### src/tape_punch_pkg.sv
// Package for the paper tape punch output port.
// Assumes a 20 MHz system clock; timing counts are derived from it.
package tape_punch_pkg;

    // System clock rate in kHz (20 MHz, 50 ns period)
    localparam int unsigned CLK_KHZ       = 20000;

    // Punch cycle length and its phases, in microseconds as printed
    localparam int unsigned CYCLE_US      = 16700;
    localparam int unsigned REFERENCE_US  = 12500;
    localparam int unsigned READY_US      = 4200;

    // Cycle counts; all figures are exact at 20 MHz, rounding kept for safety
    localparam int unsigned CYCLE_CLKS     = (CYCLE_US * CLK_KHZ) / 1000;
    localparam int unsigned REFERENCE_CLKS = (REFERENCE_US * CLK_KHZ + 999) / 1000;
    localparam int unsigned READY_CLKS     = (READY_US * CLK_KHZ) / 1000;

    // Width of the phase counter inside one punch cycle
    localparam int unsigned PHASE_W       = 19;

    // Buffer geometry
    localparam int unsigned OPERAND_W     = 6;
    localparam int unsigned FRAME_W       = 7;
    localparam int unsigned J_STAGE       = 6;

    // Frame FIFO towards the punch mechanism
    localparam int unsigned FIFO_DEPTH    = 8;

    // Reset value of the frame buffer
    localparam logic [6:0]  BUFFER_RESET  = 7'h00;

    // Auxiliary field value that sets the seventh stage
    localparam logic        J_SETS_TOP    = 1'h1;

    // One punch frame instruction as delivered by the processor
    typedef struct packed {
        logic       j_field;   // Auxiliary field, one sets the seventh stage
        logic [5:0] operand;   // Low six bits of the operand via transfer register
    } punch_instr_t;

    // One tape frame, index k holds tape level k+1
    typedef struct packed {
        logic [6:0] level;
    } tape_frame_t;

    // State of the frame buffer
    typedef enum logic [1:0] {
        BUF_EMPTY     = 2'b00,  // Cleared, ready for a frame
        BUF_LOADED    = 2'b01,  // Holding a frame, waiting for next cycle
        BUF_REFERENCE = 2'b10   // Punch reference in progress
    } buf_state_t;

endpackage

### src/frame_fifo.sv
// Small synchronous FIFO holding punched frames on their way to the mechanism.
// Assumes one clock and an asynchronous active-low reset; width and depth are parameters.
`timescale 1ns/1ns
module frame_fifo #(
    parameter int unsigned WIDTH = 7,
    parameter int unsigned DEPTH = 8
) (
    // Clock and reset
    input  wire logic             clk_i,
    input  wire logic             resetn_i,
    // Write side
    input  wire logic             in_valid_i,
    output logic                  in_ready_o,
    input  wire logic [WIDTH-1:0] in_data_i,
    // Read side
    output logic                  out_valid_o,
    input  wire logic             out_ready_i,
    output logic [WIDTH-1:0]      out_data_o
);
    localparam int unsigned AW = $clog2(DEPTH);

    logic [WIDTH-1:0] mem [DEPTH];      // Storage words, all flip-flops
    logic [AW-1:0]    wr_ptr;           // Next slot to write
    logic [AW-1:0]    rd_ptr;           // Oldest slot
    logic [AW:0]      count;            // Words held
    wire              push;             // Accepted write
    wire              pop;              // Accepted read

    // Honest flags straight from the fill count
    // Room is left while fewer than DEPTH words are held; an empty FIFO must accept
    assign in_ready_o  = (count < (AW+1)'(DEPTH));
    assign out_valid_o = (count != '0);
    assign push        = in_valid_i & in_ready_o;
    assign pop         = out_valid_o & out_ready_i;
    // Read data come from a storage register, never from logic
    assign out_data_o  = mem[rd_ptr];

    // Storage write; no reset needed on data, only on pointers and count
    always_ff @(posedge clk_i) begin
        if (push) begin
            mem[wr_ptr] <= in_data_i;
        end
    end

    // Pointers and count; wrap relies on DEPTH being a power of two
    always_ff @(posedge clk_i or negedge resetn_i) begin
        if (!resetn_i) begin
            wr_ptr <= '0;
            rd_ptr <= '0;
            count  <= '0;
        end else begin
            wr_ptr <= push ? wr_ptr + 1'b1 : wr_ptr;
            rd_ptr <= pop ? rd_ptr + 1'b1 : rd_ptr;
            count  <= count + (AW+1)'(push) - (AW+1)'(pop);
        end
    end

endmodule

### src/tape_punch_port.sv
// Paper tape punch output port: frame buffer, punch cycle timing, lockout, frame FIFO.
// Assumes the processor holds its instruction while stalled and the mechanism
// takes frames with a valid/ready handshake; one 20 MHz clock.
`timescale 1ns/1ns
module tape_punch_port
    import tape_punch_pkg::*;
#(
    // Punch cycle counts; shorten these for simulation
    parameter int unsigned CYCLE_LEN     = tape_punch_pkg::CYCLE_CLKS,
    parameter int unsigned REFERENCE_LEN = tape_punch_pkg::REFERENCE_CLKS
) (
    // Clock and reset
    input  wire logic                       clk_i,
    input  wire logic                       resetn_i,
    // Processor instruction side
    input  wire logic                       instr_valid_i,
    input  wire tape_punch_pkg::punch_instr_t instr_i,
    output logic                            instr_ready_o,
    output logic                            lockout_o,
    // Enable switches
    input  wire logic                       punch_switch_i,
    input  wire logic                       panel_switch_i,
    // Punch mechanism side
    output logic                            punch_valid_o,
    input  wire logic                       punch_ready_i,
    output tape_punch_pkg::tape_frame_t     punch_frame_o,
    output logic                            tape_advance_o,
    // Status
    output logic                            cycle_start_o,
    output logic [1:0]                      buffer_state_o
);
    import tape_punch_pkg::*;

    // Phase counter width check is the designer's job; the package width
    // covers the full 16.7 ms cycle with margin.
    localparam logic [PHASE_W-1:0] LAST_PHASE = PHASE_W'(CYCLE_LEN - 1);
    localparam logic [PHASE_W-1:0] REF_DONE   = PHASE_W'(REFERENCE_LEN - 1);

    // Map buffer stages onto tape levels. Stage 6 is level 7, stage 5 is
    // level 6, stages 4..0 are levels 1..5. Used for the FIFO word and
    // kept as a function so the wiring is written once.
    function automatic logic [6:0] to_levels(input logic [6:0] stages);
        logic [6:0] lv;
        lv    = '0;
        lv[6] = stages[6];   // Level 7
        lv[5] = stages[5];   // Level 6
        lv[0] = stages[4];   // Level 1
        lv[1] = stages[3];   // Level 2
        lv[2] = stages[2];   // Level 3
        lv[3] = stages[1];   // Level 4
        lv[4] = stages[0];   // Level 5
        return lv;
    endfunction

    // Registers
    logic [PHASE_W-1:0] phase;               // Position within the punch cycle
    logic [6:0]         punch_frame_buffer;  // The seven-stage frame buffer
    buf_state_t         state;               // Buffer state
    logic               advance;             // Tape advance pulse register
    logic               cycle_pulse;         // Cycle start pulse register

    // Next values
    logic [PHASE_W-1:0] next_phase;
    logic [6:0]         next_buffer;
    buf_state_t         next_state;

    // Decoded conditions
    wire                enabled;             // Both switches on
    wire                cycle_end;           // Last clock of the current cycle
    wire                ref_end;             // Last clock of the reference window
    wire                load;                // Instruction accepted this clock
    wire [6:0]          load_bits;           // Stages to set on load
    wire                fifo_in_ready;       // FIFO can take the finished frame
    wire                fifo_push;           // Finished frame written this clock
    wire                fifo_out_valid;      // FIFO holds a frame for the punch
    wire [6:0]          fifo_out_data;       // Oldest frame in tape level order
    wire                punch_take;          // Mechanism took a frame

    // Either switch off stops the cycle clock and all punching
    assign enabled = punch_switch_i & panel_switch_i;

    // Cycle boundaries from the free-running phase counter
    assign cycle_end = enabled & (phase == LAST_PHASE);
    assign ref_end   = enabled & (phase == REF_DONE);

    // The buffer takes a new frame only when it is empty. Emptying happens
    // at the end of the 12.5 ms reference, so readiness shows only in the
    // last 4.2 ms of that cycle, and any earlier instruction waits.
    assign instr_ready_o = enabled & (state == BUF_EMPTY);
    // A held instruction that cannot be taken stalls the processor
    assign lockout_o     = instr_valid_i & ~instr_ready_o;
    assign load          = instr_valid_i & instr_ready_o;

    // Operand low six bits come via the transfer register; the auxiliary
    // field sets the seventh stage on its own path
    assign load_bits[5:0] = instr_i.operand;
    assign load_bits[6]   = (instr_i.j_field == J_SETS_TOP);

    // The reference completes only when the FIFO can take the frame; a full
    // FIFO holds the reference, which in turn keeps the processor stalled.
    assign fifo_push = (state == BUF_REFERENCE) & ref_end & fifo_in_ready;

    // Mechanism takes frames only while enabled
    assign punch_valid_o = fifo_out_valid & enabled;
    assign punch_take    = punch_valid_o & punch_ready_i;
    // Frame levels straight from the FIFO storage register
    assign punch_frame_o.level = fifo_out_data;

    // Status outputs
    assign tape_advance_o = advance;
    assign cycle_start_o  = cycle_pulse;
    assign buffer_state_o = state;

    // Phase counter advance; frozen while disabled
    always_comb begin
        next_phase = phase;
        if (enabled) begin
            // Wrap at the end of each fixed cycle
            if (cycle_end) begin
                next_phase = '0;
            end else begin
                next_phase = phase + 1'b1;
            end
        end
    end

    // Buffer state machine
    always_comb begin
        next_state  = state;
        next_buffer = punch_frame_buffer;
        case (state)
            BUF_EMPTY: begin
                // Set-only load: zeros leave stages as they are
                if (load) begin
                    next_buffer = punch_frame_buffer | load_bits;
                    next_state  = BUF_LOADED;
                end
            end
            BUF_LOADED: begin
                // Reference starts only when the next cycle begins
                if (cycle_end) begin
                    next_state = BUF_REFERENCE;
                end
            end
            BUF_REFERENCE: begin
                // Reference occupies the first 12.5 ms of the cycle
                if (fifo_push) begin
                    next_buffer = BUFFER_RESET;
                    next_state  = BUF_EMPTY;
                end
            end
            default: begin
                // Unused code falls back to a clean empty buffer
                next_buffer = BUFFER_RESET;
                next_state  = BUF_EMPTY;
            end
        endcase
    end

    // Phase and buffer registers
    always_ff @(posedge clk_i or negedge resetn_i) begin
        if (!resetn_i) begin
            phase              <= '0;
            punch_frame_buffer <= BUFFER_RESET;
            state              <= BUF_EMPTY;
        end else begin
            phase              <= next_phase;
            punch_frame_buffer <= next_buffer;
            state              <= next_state;
        end
    end

    // Pulses: tape advance after each take, cycle start after each wrap
    always_ff @(posedge clk_i or negedge resetn_i) begin
        if (!resetn_i) begin
            advance     <= 1'b0;
            cycle_pulse <= 1'b0;
        end else begin
            advance     <= punch_take;
            cycle_pulse <= cycle_end;
        end
    end

    // The program's job of shifting a 36-bit word into six-bit groups and
    // issuing six punches is outside this port; each instruction is one
    // frame here, whatever the program intends.

    // Frame FIFO between finished references and the mechanism. It lets the
    // mechanism lag a few frames without losing the cycle rhythm.
    frame_fifo #(
        .WIDTH (FRAME_W),
        .DEPTH (FIFO_DEPTH)
    ) u_frame_fifo (
        .clk_i       (clk_i),
        .resetn_i    (resetn_i),
        .in_valid_i  (fifo_push),
        .in_ready_o  (fifo_in_ready),
        .in_data_i   (to_levels(punch_frame_buffer)),
        .out_valid_o (fifo_out_valid),
        .out_ready_i (punch_take),
        .out_data_o  (fifo_out_data)
    );

endmodule

### config.mk
export PLATFORM = sky130hd
export DESIGN_NAME = tape_punch_port
export DESIGN_NICKNAME = d
export VERILOG_FILES = /design/src/tape_punch_pkg.sv /design/src/frame_fifo.sv /design/src/tape_punch_port.sv
export SDC_FILE = /design/constraint.sdc
export NUM_CORES = 1
export LEC_CHECK = 0
export ABC_CLOCK_PERIOD_IN_PS = 3900
export BUFFER_PORTS_ARGS = -buffer_cell sky130_fd_sc_hd__buf_4
export CORE_ASPECT_RATIO = 1.4
export CORE_MARGIN = 2
export CORE_UTILIZATION = 55
export DETAILED_ROUTE_END_ITERATION = 10
export GPL_TIMING_DRIVEN = 0
export PLACE_DENSITY = 0.77
export RECOVER_POWER = 100
export SKIP_CTS_REPAIR_TIMING = 1
export SYNTH_ARGS = -nofsm -noshare
export SYNTH_HDL_FRONTEND = slang
export SYNTH_SLANG_ARGS = --single-unit
### constraint.sdc
create_clock -name clk_i -period 3.9 [get_ports clk_i]
set_input_delay 0.585 -clock clk_i [delete_from_list [all_inputs] [get_ports clk_i]]
set_output_delay 0.585 -clock clk_i [all_outputs]
set_load 0.05 [all_outputs]
; After elaboration in Yosys (flattened, before gate mapping)
; Memories as Yosys holds them, arrays and structs flattened.
; Index checks and enable logic that the tools add are counted.
[classes]
n_lt_le_gt_ge = 1
addsub = 5
n_shift = 0
multipliers = 0
n_eq_ne = 7
reduce_logical = 4
div = 0
bitwise_logic = 15
n_mux = 10
[ops]
columns = op, n
row1 = $pmux W7 S3, 1
row2 = $add A19 B1 Y19 const B, 1
row3 = $eq A19 B18 Y1 const B, 1
row4 = $eq A19 B19 Y1 const B, 1
row5 = $mux W19, 1
row6 = $mux W7, 2
row7 = $and A1 B1 Y1, 12
row8 = $or A7 B7 Y7, 1
row9 = $add A3 B1 Y3 const B, 2
row10 = $mux W2, 3
row11 = $pmux W2 S3, 1
row12 = $reduce_and A3 Y1, 2
row13 = $add A4 B1 Y4, 1
row14 = $lt A4 B4 Y1 const B, 1
row15 = $ne A2 B2 Y1 const B, 2
row16 = $reduce_bool A4 Y1, 1
row17 = $sub A4 B1 Y4, 1
row18 = $eq A2 B1 Y1 const B, 1
row19 = $eq A2 B2 Y1 const B, 1
row20 = $logic_not A2 Y1, 1
row21 = $mux W1, 2
row22 = $ne A2 B1 Y1 const B, 1
row23 = $not A1 Y1, 2
[totals]
ramBits = 56
register_bits = 40
mem_count = 1
out_inout_bits = 14
romBits = 0
word_cells = 51
in_bits = 13
latch_bits = 0
[mem_list]
columns = name, depth, word_bits, read_ports, rd_ports_with_merged_regs, wr, line
row1 = u_frame_fifo.mem, 8, 7, 1, 0, 1, frame_fifo.sv:22  ; logic [WIDTH-1:0] mem [DEPTH];

; Depth between registers and ports, before layout
[depth]
word_depth = 7
mapped_depth = 10
mapped_depth_nobuf = 10

; Modules after synthesis
; A second synthesis with hierarchy kept.
[hier_totals]
cells_unflattened = 275
area_unflattened_um2 = 4176.5
[modules_own_cells]
columns = mod, area_per_inst_um2, cells_each, instances, seq_area_each_um2
row1 = frame_fifo, 2726.4, 134, 1, 1931.9
row2 = tape_punch_port, 1450.1, 141, 1, 750.7

; Worst setup path after synthesis
; Ideal clock, no wire load.
[synth_path]
kind = input port to output port
from = input port punch_switch_i
to = output port lockout_o
t_arrival_ns = 2.534
t_required_ns = 3.315
path_stages = 4
slack_ns = 0.781
n_path_buf = 1
cell_sequence = nand2_1 > clkbuf_1 > nor3_1 > nor2b_1
[synth_between]
elab_chain_len = 4
[synth_rtl]
columns = item, line
row1 = from (decl), tape_punch_port.sv:21  ; input wire logic punch_switch_i,
row2 = $and A1 B1 Y1, tape_punch_port.sv:80  ; assign enabled = punch_switch_i & panel_switch_i;
row3 = $and A1 B1 Y1, tape_punch_port.sv:89  ; assign instr_ready_o = enabled & (state == BUF_EMPTY);
row4 = net instr_ready_o, tape_punch_port.sv:18  ; output logic instr_ready_o,
row5 = $not A1 Y1, tape_punch_port.sv:91  ; assign lockout_o = instr_valid_i & ~instr_ready_o;
row6 = $and A1 B1 Y1, tape_punch_port.sv:91
row7 = to (decl), tape_punch_port.sv:19  ; output logic lockout_o,
; The timed path passes the listed nets, and every way through them passes these cells.

; Worst setup path after layout
[layout_path]
from = register phase[9]
to = memory u_frame_fifo.mem[6][3] (enable)
[layout_between]
elab_chain_len = 7
[layout_rtl]
columns = item, line
row1 = from (decl), tape_punch_port.sv:56  ; logic [PHASE_W-1:0] phase;
row2 = from (signal assigned), tape_punch_port.sv:167  ; phase <= next_phase;
row3 = $eq A19 B18 Y1, tape_punch_port.sv:84  ; assign ref_end = enabled & (phase == REF_DONE);
row4 = $and A1 B1 Y1, tape_punch_port.sv:84
row5 = $and A1 B1 Y1 (2 in a row), tape_punch_port.sv:101  ; assign fifo_push = (state == BUF_REFERENCE) & ref_end & fifo_in_ready;
row6 = $and A1 B1 Y1, frame_fifo.sv:33  ; assign push = in_valid_i & in_ready_o;
row7 = $mux W1, frame_fifo.sv:40  ; if (push) begin
row8 = $mux W1 (not written as such), frame_fifo.sv:41  ; mem[wr_ptr] <= in_data_i;
row9 = to (decl), frame_fifo.sv:22
; Every way passes these cells.

==> impl_results.html <==
<table>
<tr><th>Metric</th><th>Value</th></tr>
<tr><th colspan="2">Status</th></tr>
<tr><td>Outcome</td><td>finished with violations</td></tr>
<tr><td>Failing checks</td><td>max-capacitance violations, max-slew violations</td></tr>
<tr><th colspan="2">Critical path</th></tr>
<tr><td>Top Family by Delay on Critical Path</td><td>simple AND/OR/NAND/NOR gates</td></tr>
<tr><td>Sort of element at the start of the critical path</td><td>register</td></tr>
<tr><td>Arrival time at the worst endpoint</td><td>~3.4 ns</td></tr>
<tr><td>Maximum net fanout on the critical path</td><td>10</td></tr>
<tr><td>Critical path endpoint category</td><td>register</td></tr>
<tr><td>Critical-path cell list</td><td>or4b_1 -&gt; or4_1 -&gt; or2_0 -&gt; buf_6 -&gt; nor3_1</td></tr>
<tr><td>Delay contributed by the slowest stage of the critical path</td><td>roughly 1.1 ns</td></tr>
<tr><td>Combined buffer and inverter count along the critical path</td><td>1</td></tr>
<tr><td>Critical Path Slowest Stage Cell</td><td>sky130_fd_sc_hd__nor3_1</td></tr>
<tr><td>Type of the setup path with the least slack</td><td>register to register</td></tr>
<tr><td>Data required time at the worst endpoint</td><td>3.88 ns</td></tr>
<tr><th colspan="2">Global route</th></tr>
<tr><td>Global-route wire length before repair</td><td>between 10 and 15 mm</td></tr>
<tr><td>Number of global-route vias before repair</td><td>around 2500</td></tr>
<tr><td>Largest net degree at the start of global routing</td><td>between 40 and 50</td></tr>
<tr><td>Global routing usage summed across all routing layers</td><td>a little over a fifth</td></tr>
<tr><td>Global route overflow</td><td>0</td></tr>
<tr><td>Number of antenna violations at the first check in global routing</td><td>0</td></tr>
<tr><th colspan="2">Worst hold path</th></tr>
<tr><td>Type of the most critical hold path</td><td>input pin to register</td></tr>
<tr><th colspan="2">Synth</th></tr>
<tr><td>Number of nets produced by synthesis</td><td>about 300</td></tr>
<tr><td>Total of flip-flops plus latches after synthesis</td><td>96</td></tr>
<tr><td>Part of the Yosys area used for sequential elements</td><td>64.0%</td></tr>
<tr><td>Most area-hungry cell type in the Yosys netlist</td><td>sky130_fd_sc_hd__edfxtp_1</td></tr>
<tr><td>Post-synth ARST share</td><td>between 40% and 50%</td></tr>
<tr><td>Cells taking the most area after synthesis</td><td>sky130_fd_sc_hd__edfxtp_1, sky130_fd_sc_hd__dfrtp_1, sky130_fd_sc_hd__mux4_2</td></tr>
<tr><td>Number of standard cells after synthesis</td><td>about 290</td></tr>
<tr><td>Yosys warnings</td><td>0</td></tr>
<tr><td>Most common flop cell mapped by yosys</td><td>sky130_fd_sc_hd__edfxtp_1</td></tr>
<tr><td>Average cell area after synthesis</td><td>approximately 15 um2</td></tr>
<tr><td>Share of the synthesized area in the top cell type</td><td>about two fifths</td></tr>
<tr><td>Number of flops mapped to enable cells by yosys</td><td>56</td></tr>
<tr><td>Total standard cell area after synthesis</td><td>around 4200 um2</td></tr>
<tr><td>Number of distinct standard cells referenced by the synthesized netlist</td><td>between 40 and 50</td></tr>
<tr><th colspan="2">Floorplan</th></tr>
<tr><td>Y dimension of the die</td><td>107 um</td></tr>
<tr><td>Number of ports placed on the die boundary</td><td>27</td></tr>
<tr><td>Die width</td><td>77.8 um</td></tr>
<tr><td>Standard-cell rows</td><td>37</td></tr>
<tr><td>Die area</td><td>approximately 8300 um2</td></tr>
<tr><td>Core footprint</td><td>7360 um2</td></tr>
<tr><td>Starting density of the core</td><td>56.9%</td></tr>
<tr><th colspan="2">Timing</th></tr>
<tr><td>Final sum of negative setup slack</td><td>0 ns</td></tr>
<tr><td>Final setup skew</td><td>approximately 0.011 ns</td></tr>
<tr><td>Rel. slew slack</td><td>-44.3%</td></tr>
<tr><td>Final-layout worst hold slack</td><td>between 0.4 and 0.5 ns</td></tr>
<tr><td>Pin slew with the least headroom to its limit</td><td>approximately 2.2 ns</td></tr>
<tr><td>Unrepaired setup endpoints after global routing</td><td>no</td></tr>
<tr><td>Final count of pins violating max slew</td><td>between 40 and 50</td></tr>
<tr><td>Fin crit period</td><td>3.44 ns</td></tr>
<tr><td>Setup WS post-layout</td><td>approximately 0.46 ns</td></tr>
<tr><td>Setup-failing EPs final</td><td>0</td></tr>
<tr><td>Fin crit share</td><td>around nine tenths</td></tr>
<tr><td>Number of hold-slack violations in the final timing report</td><td>0</td></tr>
<tr><td>Highest clock frequency the design can meet</td><td>just under 300 MHz</td></tr>
<tr><th colspan="2">Layout</th></tr>
<tr><td>Inserted Diodes</td><td>0</td></tr>
<tr><td>Net count, final</td><td>347</td></tr>
<tr><td>Final-layout fill cell count</td><td>~560</td></tr>
<tr><td>Commonest non-fill, non-tap cells in the layout</td><td>sky130_fd_sc_hd__edfxtp_1, sky130_fd_sc_hd__dfrtp_1, sky130_fd_sc_hd__clkbuf_1, sky130_fd_sc_hd__mux4_2, sky130_fd_sc_hd__nor2_1</td></tr>
<tr><td>Relative area change from synthesis to final layout</td><td>10.5%</td></tr>
<tr><td>Most common library cell in the layout ignoring fill and taps</td><td>sky130_fd_sc_hd__edfxtp_1</td></tr>
<tr><td>Ratio of cells with drive above 1 in the final layout</td><td>17.3%</td></tr>
<tr><th colspan="2">Routing</th></tr>
<tr><td>Initial DRC Count</td><td>156</td></tr>
<tr><td>Routed wire length</td><td>slightly below 8 mm</td></tr>
<tr><td>Vias post-DR</td><td>between 2000 and 2500</td></tr>
<tr><td>Detailed-router iteration count before antenna repair</td><td>4</td></tr>
<tr><td>Detail Route Antenna Nets</td><td>0</td></tr>
<tr><td>Post-detailed-route wirelength per cell</td><td>~18 um</td></tr>
<tr><td>Detailed-route vias per instance</td><td>5.67</td></tr>
<tr><td>Post-detailed-route DRC marker count</td><td>0</td></tr>
<tr><th colspan="2">Power</th></tr>
<tr><td>Static Leak</td><td>0.00165 uW</td></tr>
<tr><td>Peak ir drop on the vdd network</td><td>a little under 0.0004 V</td></tr>
<tr><td>Overall power after layout</td><td>between 2000 and 3000 uW</td></tr>
<tr><td>Total power density per cell area</td><td>around 560 nW/um2</td></tr>
<tr><th colspan="2">CTS</th></tr>
<tr><td>Cts bufs inserted</td><td>9</td></tr>
<tr><td>Buffer type at the clock tree root</td><td>sky130_fd_sc_hd__clkbuf_8</td></tr>
<tr><td>TritonCTS clock tree</td><td>built</td></tr>
<tr><td>Clk_lat worst skew</td><td>0.37 ns</td></tr>
<tr><td>CTS H-Tree Depth</td><td>3</td></tr>
<tr><td>Register clock-pin slew on the reported worst setup and hold paths</td><td>roughly 0.080 ns</td></tr>
<tr><td>Sinks on the clock net</td><td>96</td></tr>
<tr><td>Maximum root-to-sink buffer count</td><td>2</td></tr>
<tr><th colspan="2">Placed design</th></tr>
<tr><td>Number of buffers inserted by port buffering</td><td>26</td></tr>
<tr><td>Weighted congestion reported at the end of routability-driven placement</td><td>around 0.77</td></tr>
<tr><td>Detailed placer's ending HPWL</td><td>about 5.3 mm</td></tr>
<tr><td>Worst Setup Slack post-DPL</td><td>between 0.4 and 0.5 ns</td></tr>
<tr><th colspan="2">Flow run</th></tr>
<tr><td>Number of violations of the max-capacitance limit</td><td>1</td></tr>
</table>
-- Yosys cell counts, types with 5 or more instances --
cell type / n
sky130_fd_sc_hd__a21oi_1: 10
sky130_fd_sc_hd__clkbuf_1: 6
sky130_fd_sc_hd__dfrtp_1: 40
sky130_fd_sc_hd__edfxtp_1: 56
sky130_fd_sc_hd__ha_1: 8
sky130_fd_sc_hd__inv_1: 12
sky130_fd_sc_hd__mux2_2: 8
sky130_fd_sc_hd__mux4_2: 14
sky130_fd_sc_hd__nand2_1: 9
sky130_fd_sc_hd__nand2b_1: 8
sky130_fd_sc_hd__nand3_1: 7
sky130_fd_sc_hd__nand4_1: 6
sky130_fd_sc_hd__nor2_1: 14
sky130_fd_sc_hd__nor2b_1: 9
sky130_fd_sc_hd__nor3_1: 10
sky130_fd_sc_hd__nor4_1: 5
sky130_fd_sc_hd__o21ai_0: 11
sky130_fd_sc_hd__xnor2_1: 11
sky130_fd_sc_hd__xor2_1: 9
-- through the flow --
step	cell area [um2]	cells	util (%)
3_3_place_gp	4510	409	61.2
4_1_cts	4700	426	63.8
5_1_grt	4630	427	62.9
6_report	4630	427	62.9
3_5_place_dp	4520	410	61.4
2_1_floorplan	4190	286	-
-- power by group --
group          internal, uW  switching [uW]
sequential             1140            70.6
clock                   252             347
combinational           317             475
total                  1700             893
-- tightest hold or removal path: stages --
cell	delay, ns
sky130_fd_sc_hd__buf_4	0.08
sky130_fd_sc_hd__a21oi_1	0.04
sky130_fd_sc_hd__o21ai_0	0.06
-- kinds of logic (layout without fill, tap and decap cells) --
logic type	Yosys count	count (layout)	synth area share [%]
and+or+nand+nor	89	89	13.1
buffers and inverters	24	68	2.51
AOI/OAI and AO/OA	24	24	3.05
DFF	96	96	64.0
xor gates and xnor gates	20	20	4.18
adders and majority gates	9	9	2.87
muxes	24	24	10.3
-- sequential cells by signal, summed over array words and instances, names as in the netlist --
register,count
u_frame_fifo.count,4
punch_frame_buffer,7
u_frame_fifo.mem,56
tape_advance_o,1
phase,19
buffer_state_o,2
u_frame_fifo.rd_ptr,3
u_frame_fifo.wr_ptr,3
cycle_start_o,1
-- final timing paths --
path | startpoint | end | slack (ns) | cells after the start
worst max register to register | phase[9] | u_frame_fifo.mem[6][3] | 0.46 | 5
worst min register to register | phase[17] | phase[17] | 0.50 | 1
worst min-delay path | instr_i[4] | punch_frame_buffer[4] | 0.44 | 3
worst max-delay path | phase[9] | u_frame_fifo.mem[6][3] | 0.46 | 5
max in group asynchronous | resetn_i | u_frame_fifo.rd_ptr[2] | 1.82 | 1
min in group asynchronous | resetn_i | phase[8] | 0.85 | 1
-- routing by layer --
layer | up-vias | wire [um] | track usage (%)
li1 | 1144 | - | -
met1 | 1227 | 3270 | 26.6
met2 | 43 | 4150 | 35.7
met3 | 9 | 210 | 4.53
met4 | 0 | 138 | 8.67
met5 | - | 0 | 0
-- layout make-up --
| class | count | area [um2] | area share (%) |
|---|---|---|---|
| Tap cell | 97 | 121 | 2.62 |
| Inverter | 13 | 50.0 | 1.08 |
| Clock buffer | 10 | 138 | 2.97 |
| Clock inverter | 6 | 42.5 | 0.919 |
| Sequential cell | 96 | 2680 | 57.9 |
| Buffer | 11 | 50.0 | 1.08 |
| Multi-Input combinational cell | 166 | 1400 | 30.2 |
| Timing Repair Buffer | 28 | 146 | 3.16 |
No activity file was read; power rests on OpenSTA's default activity.
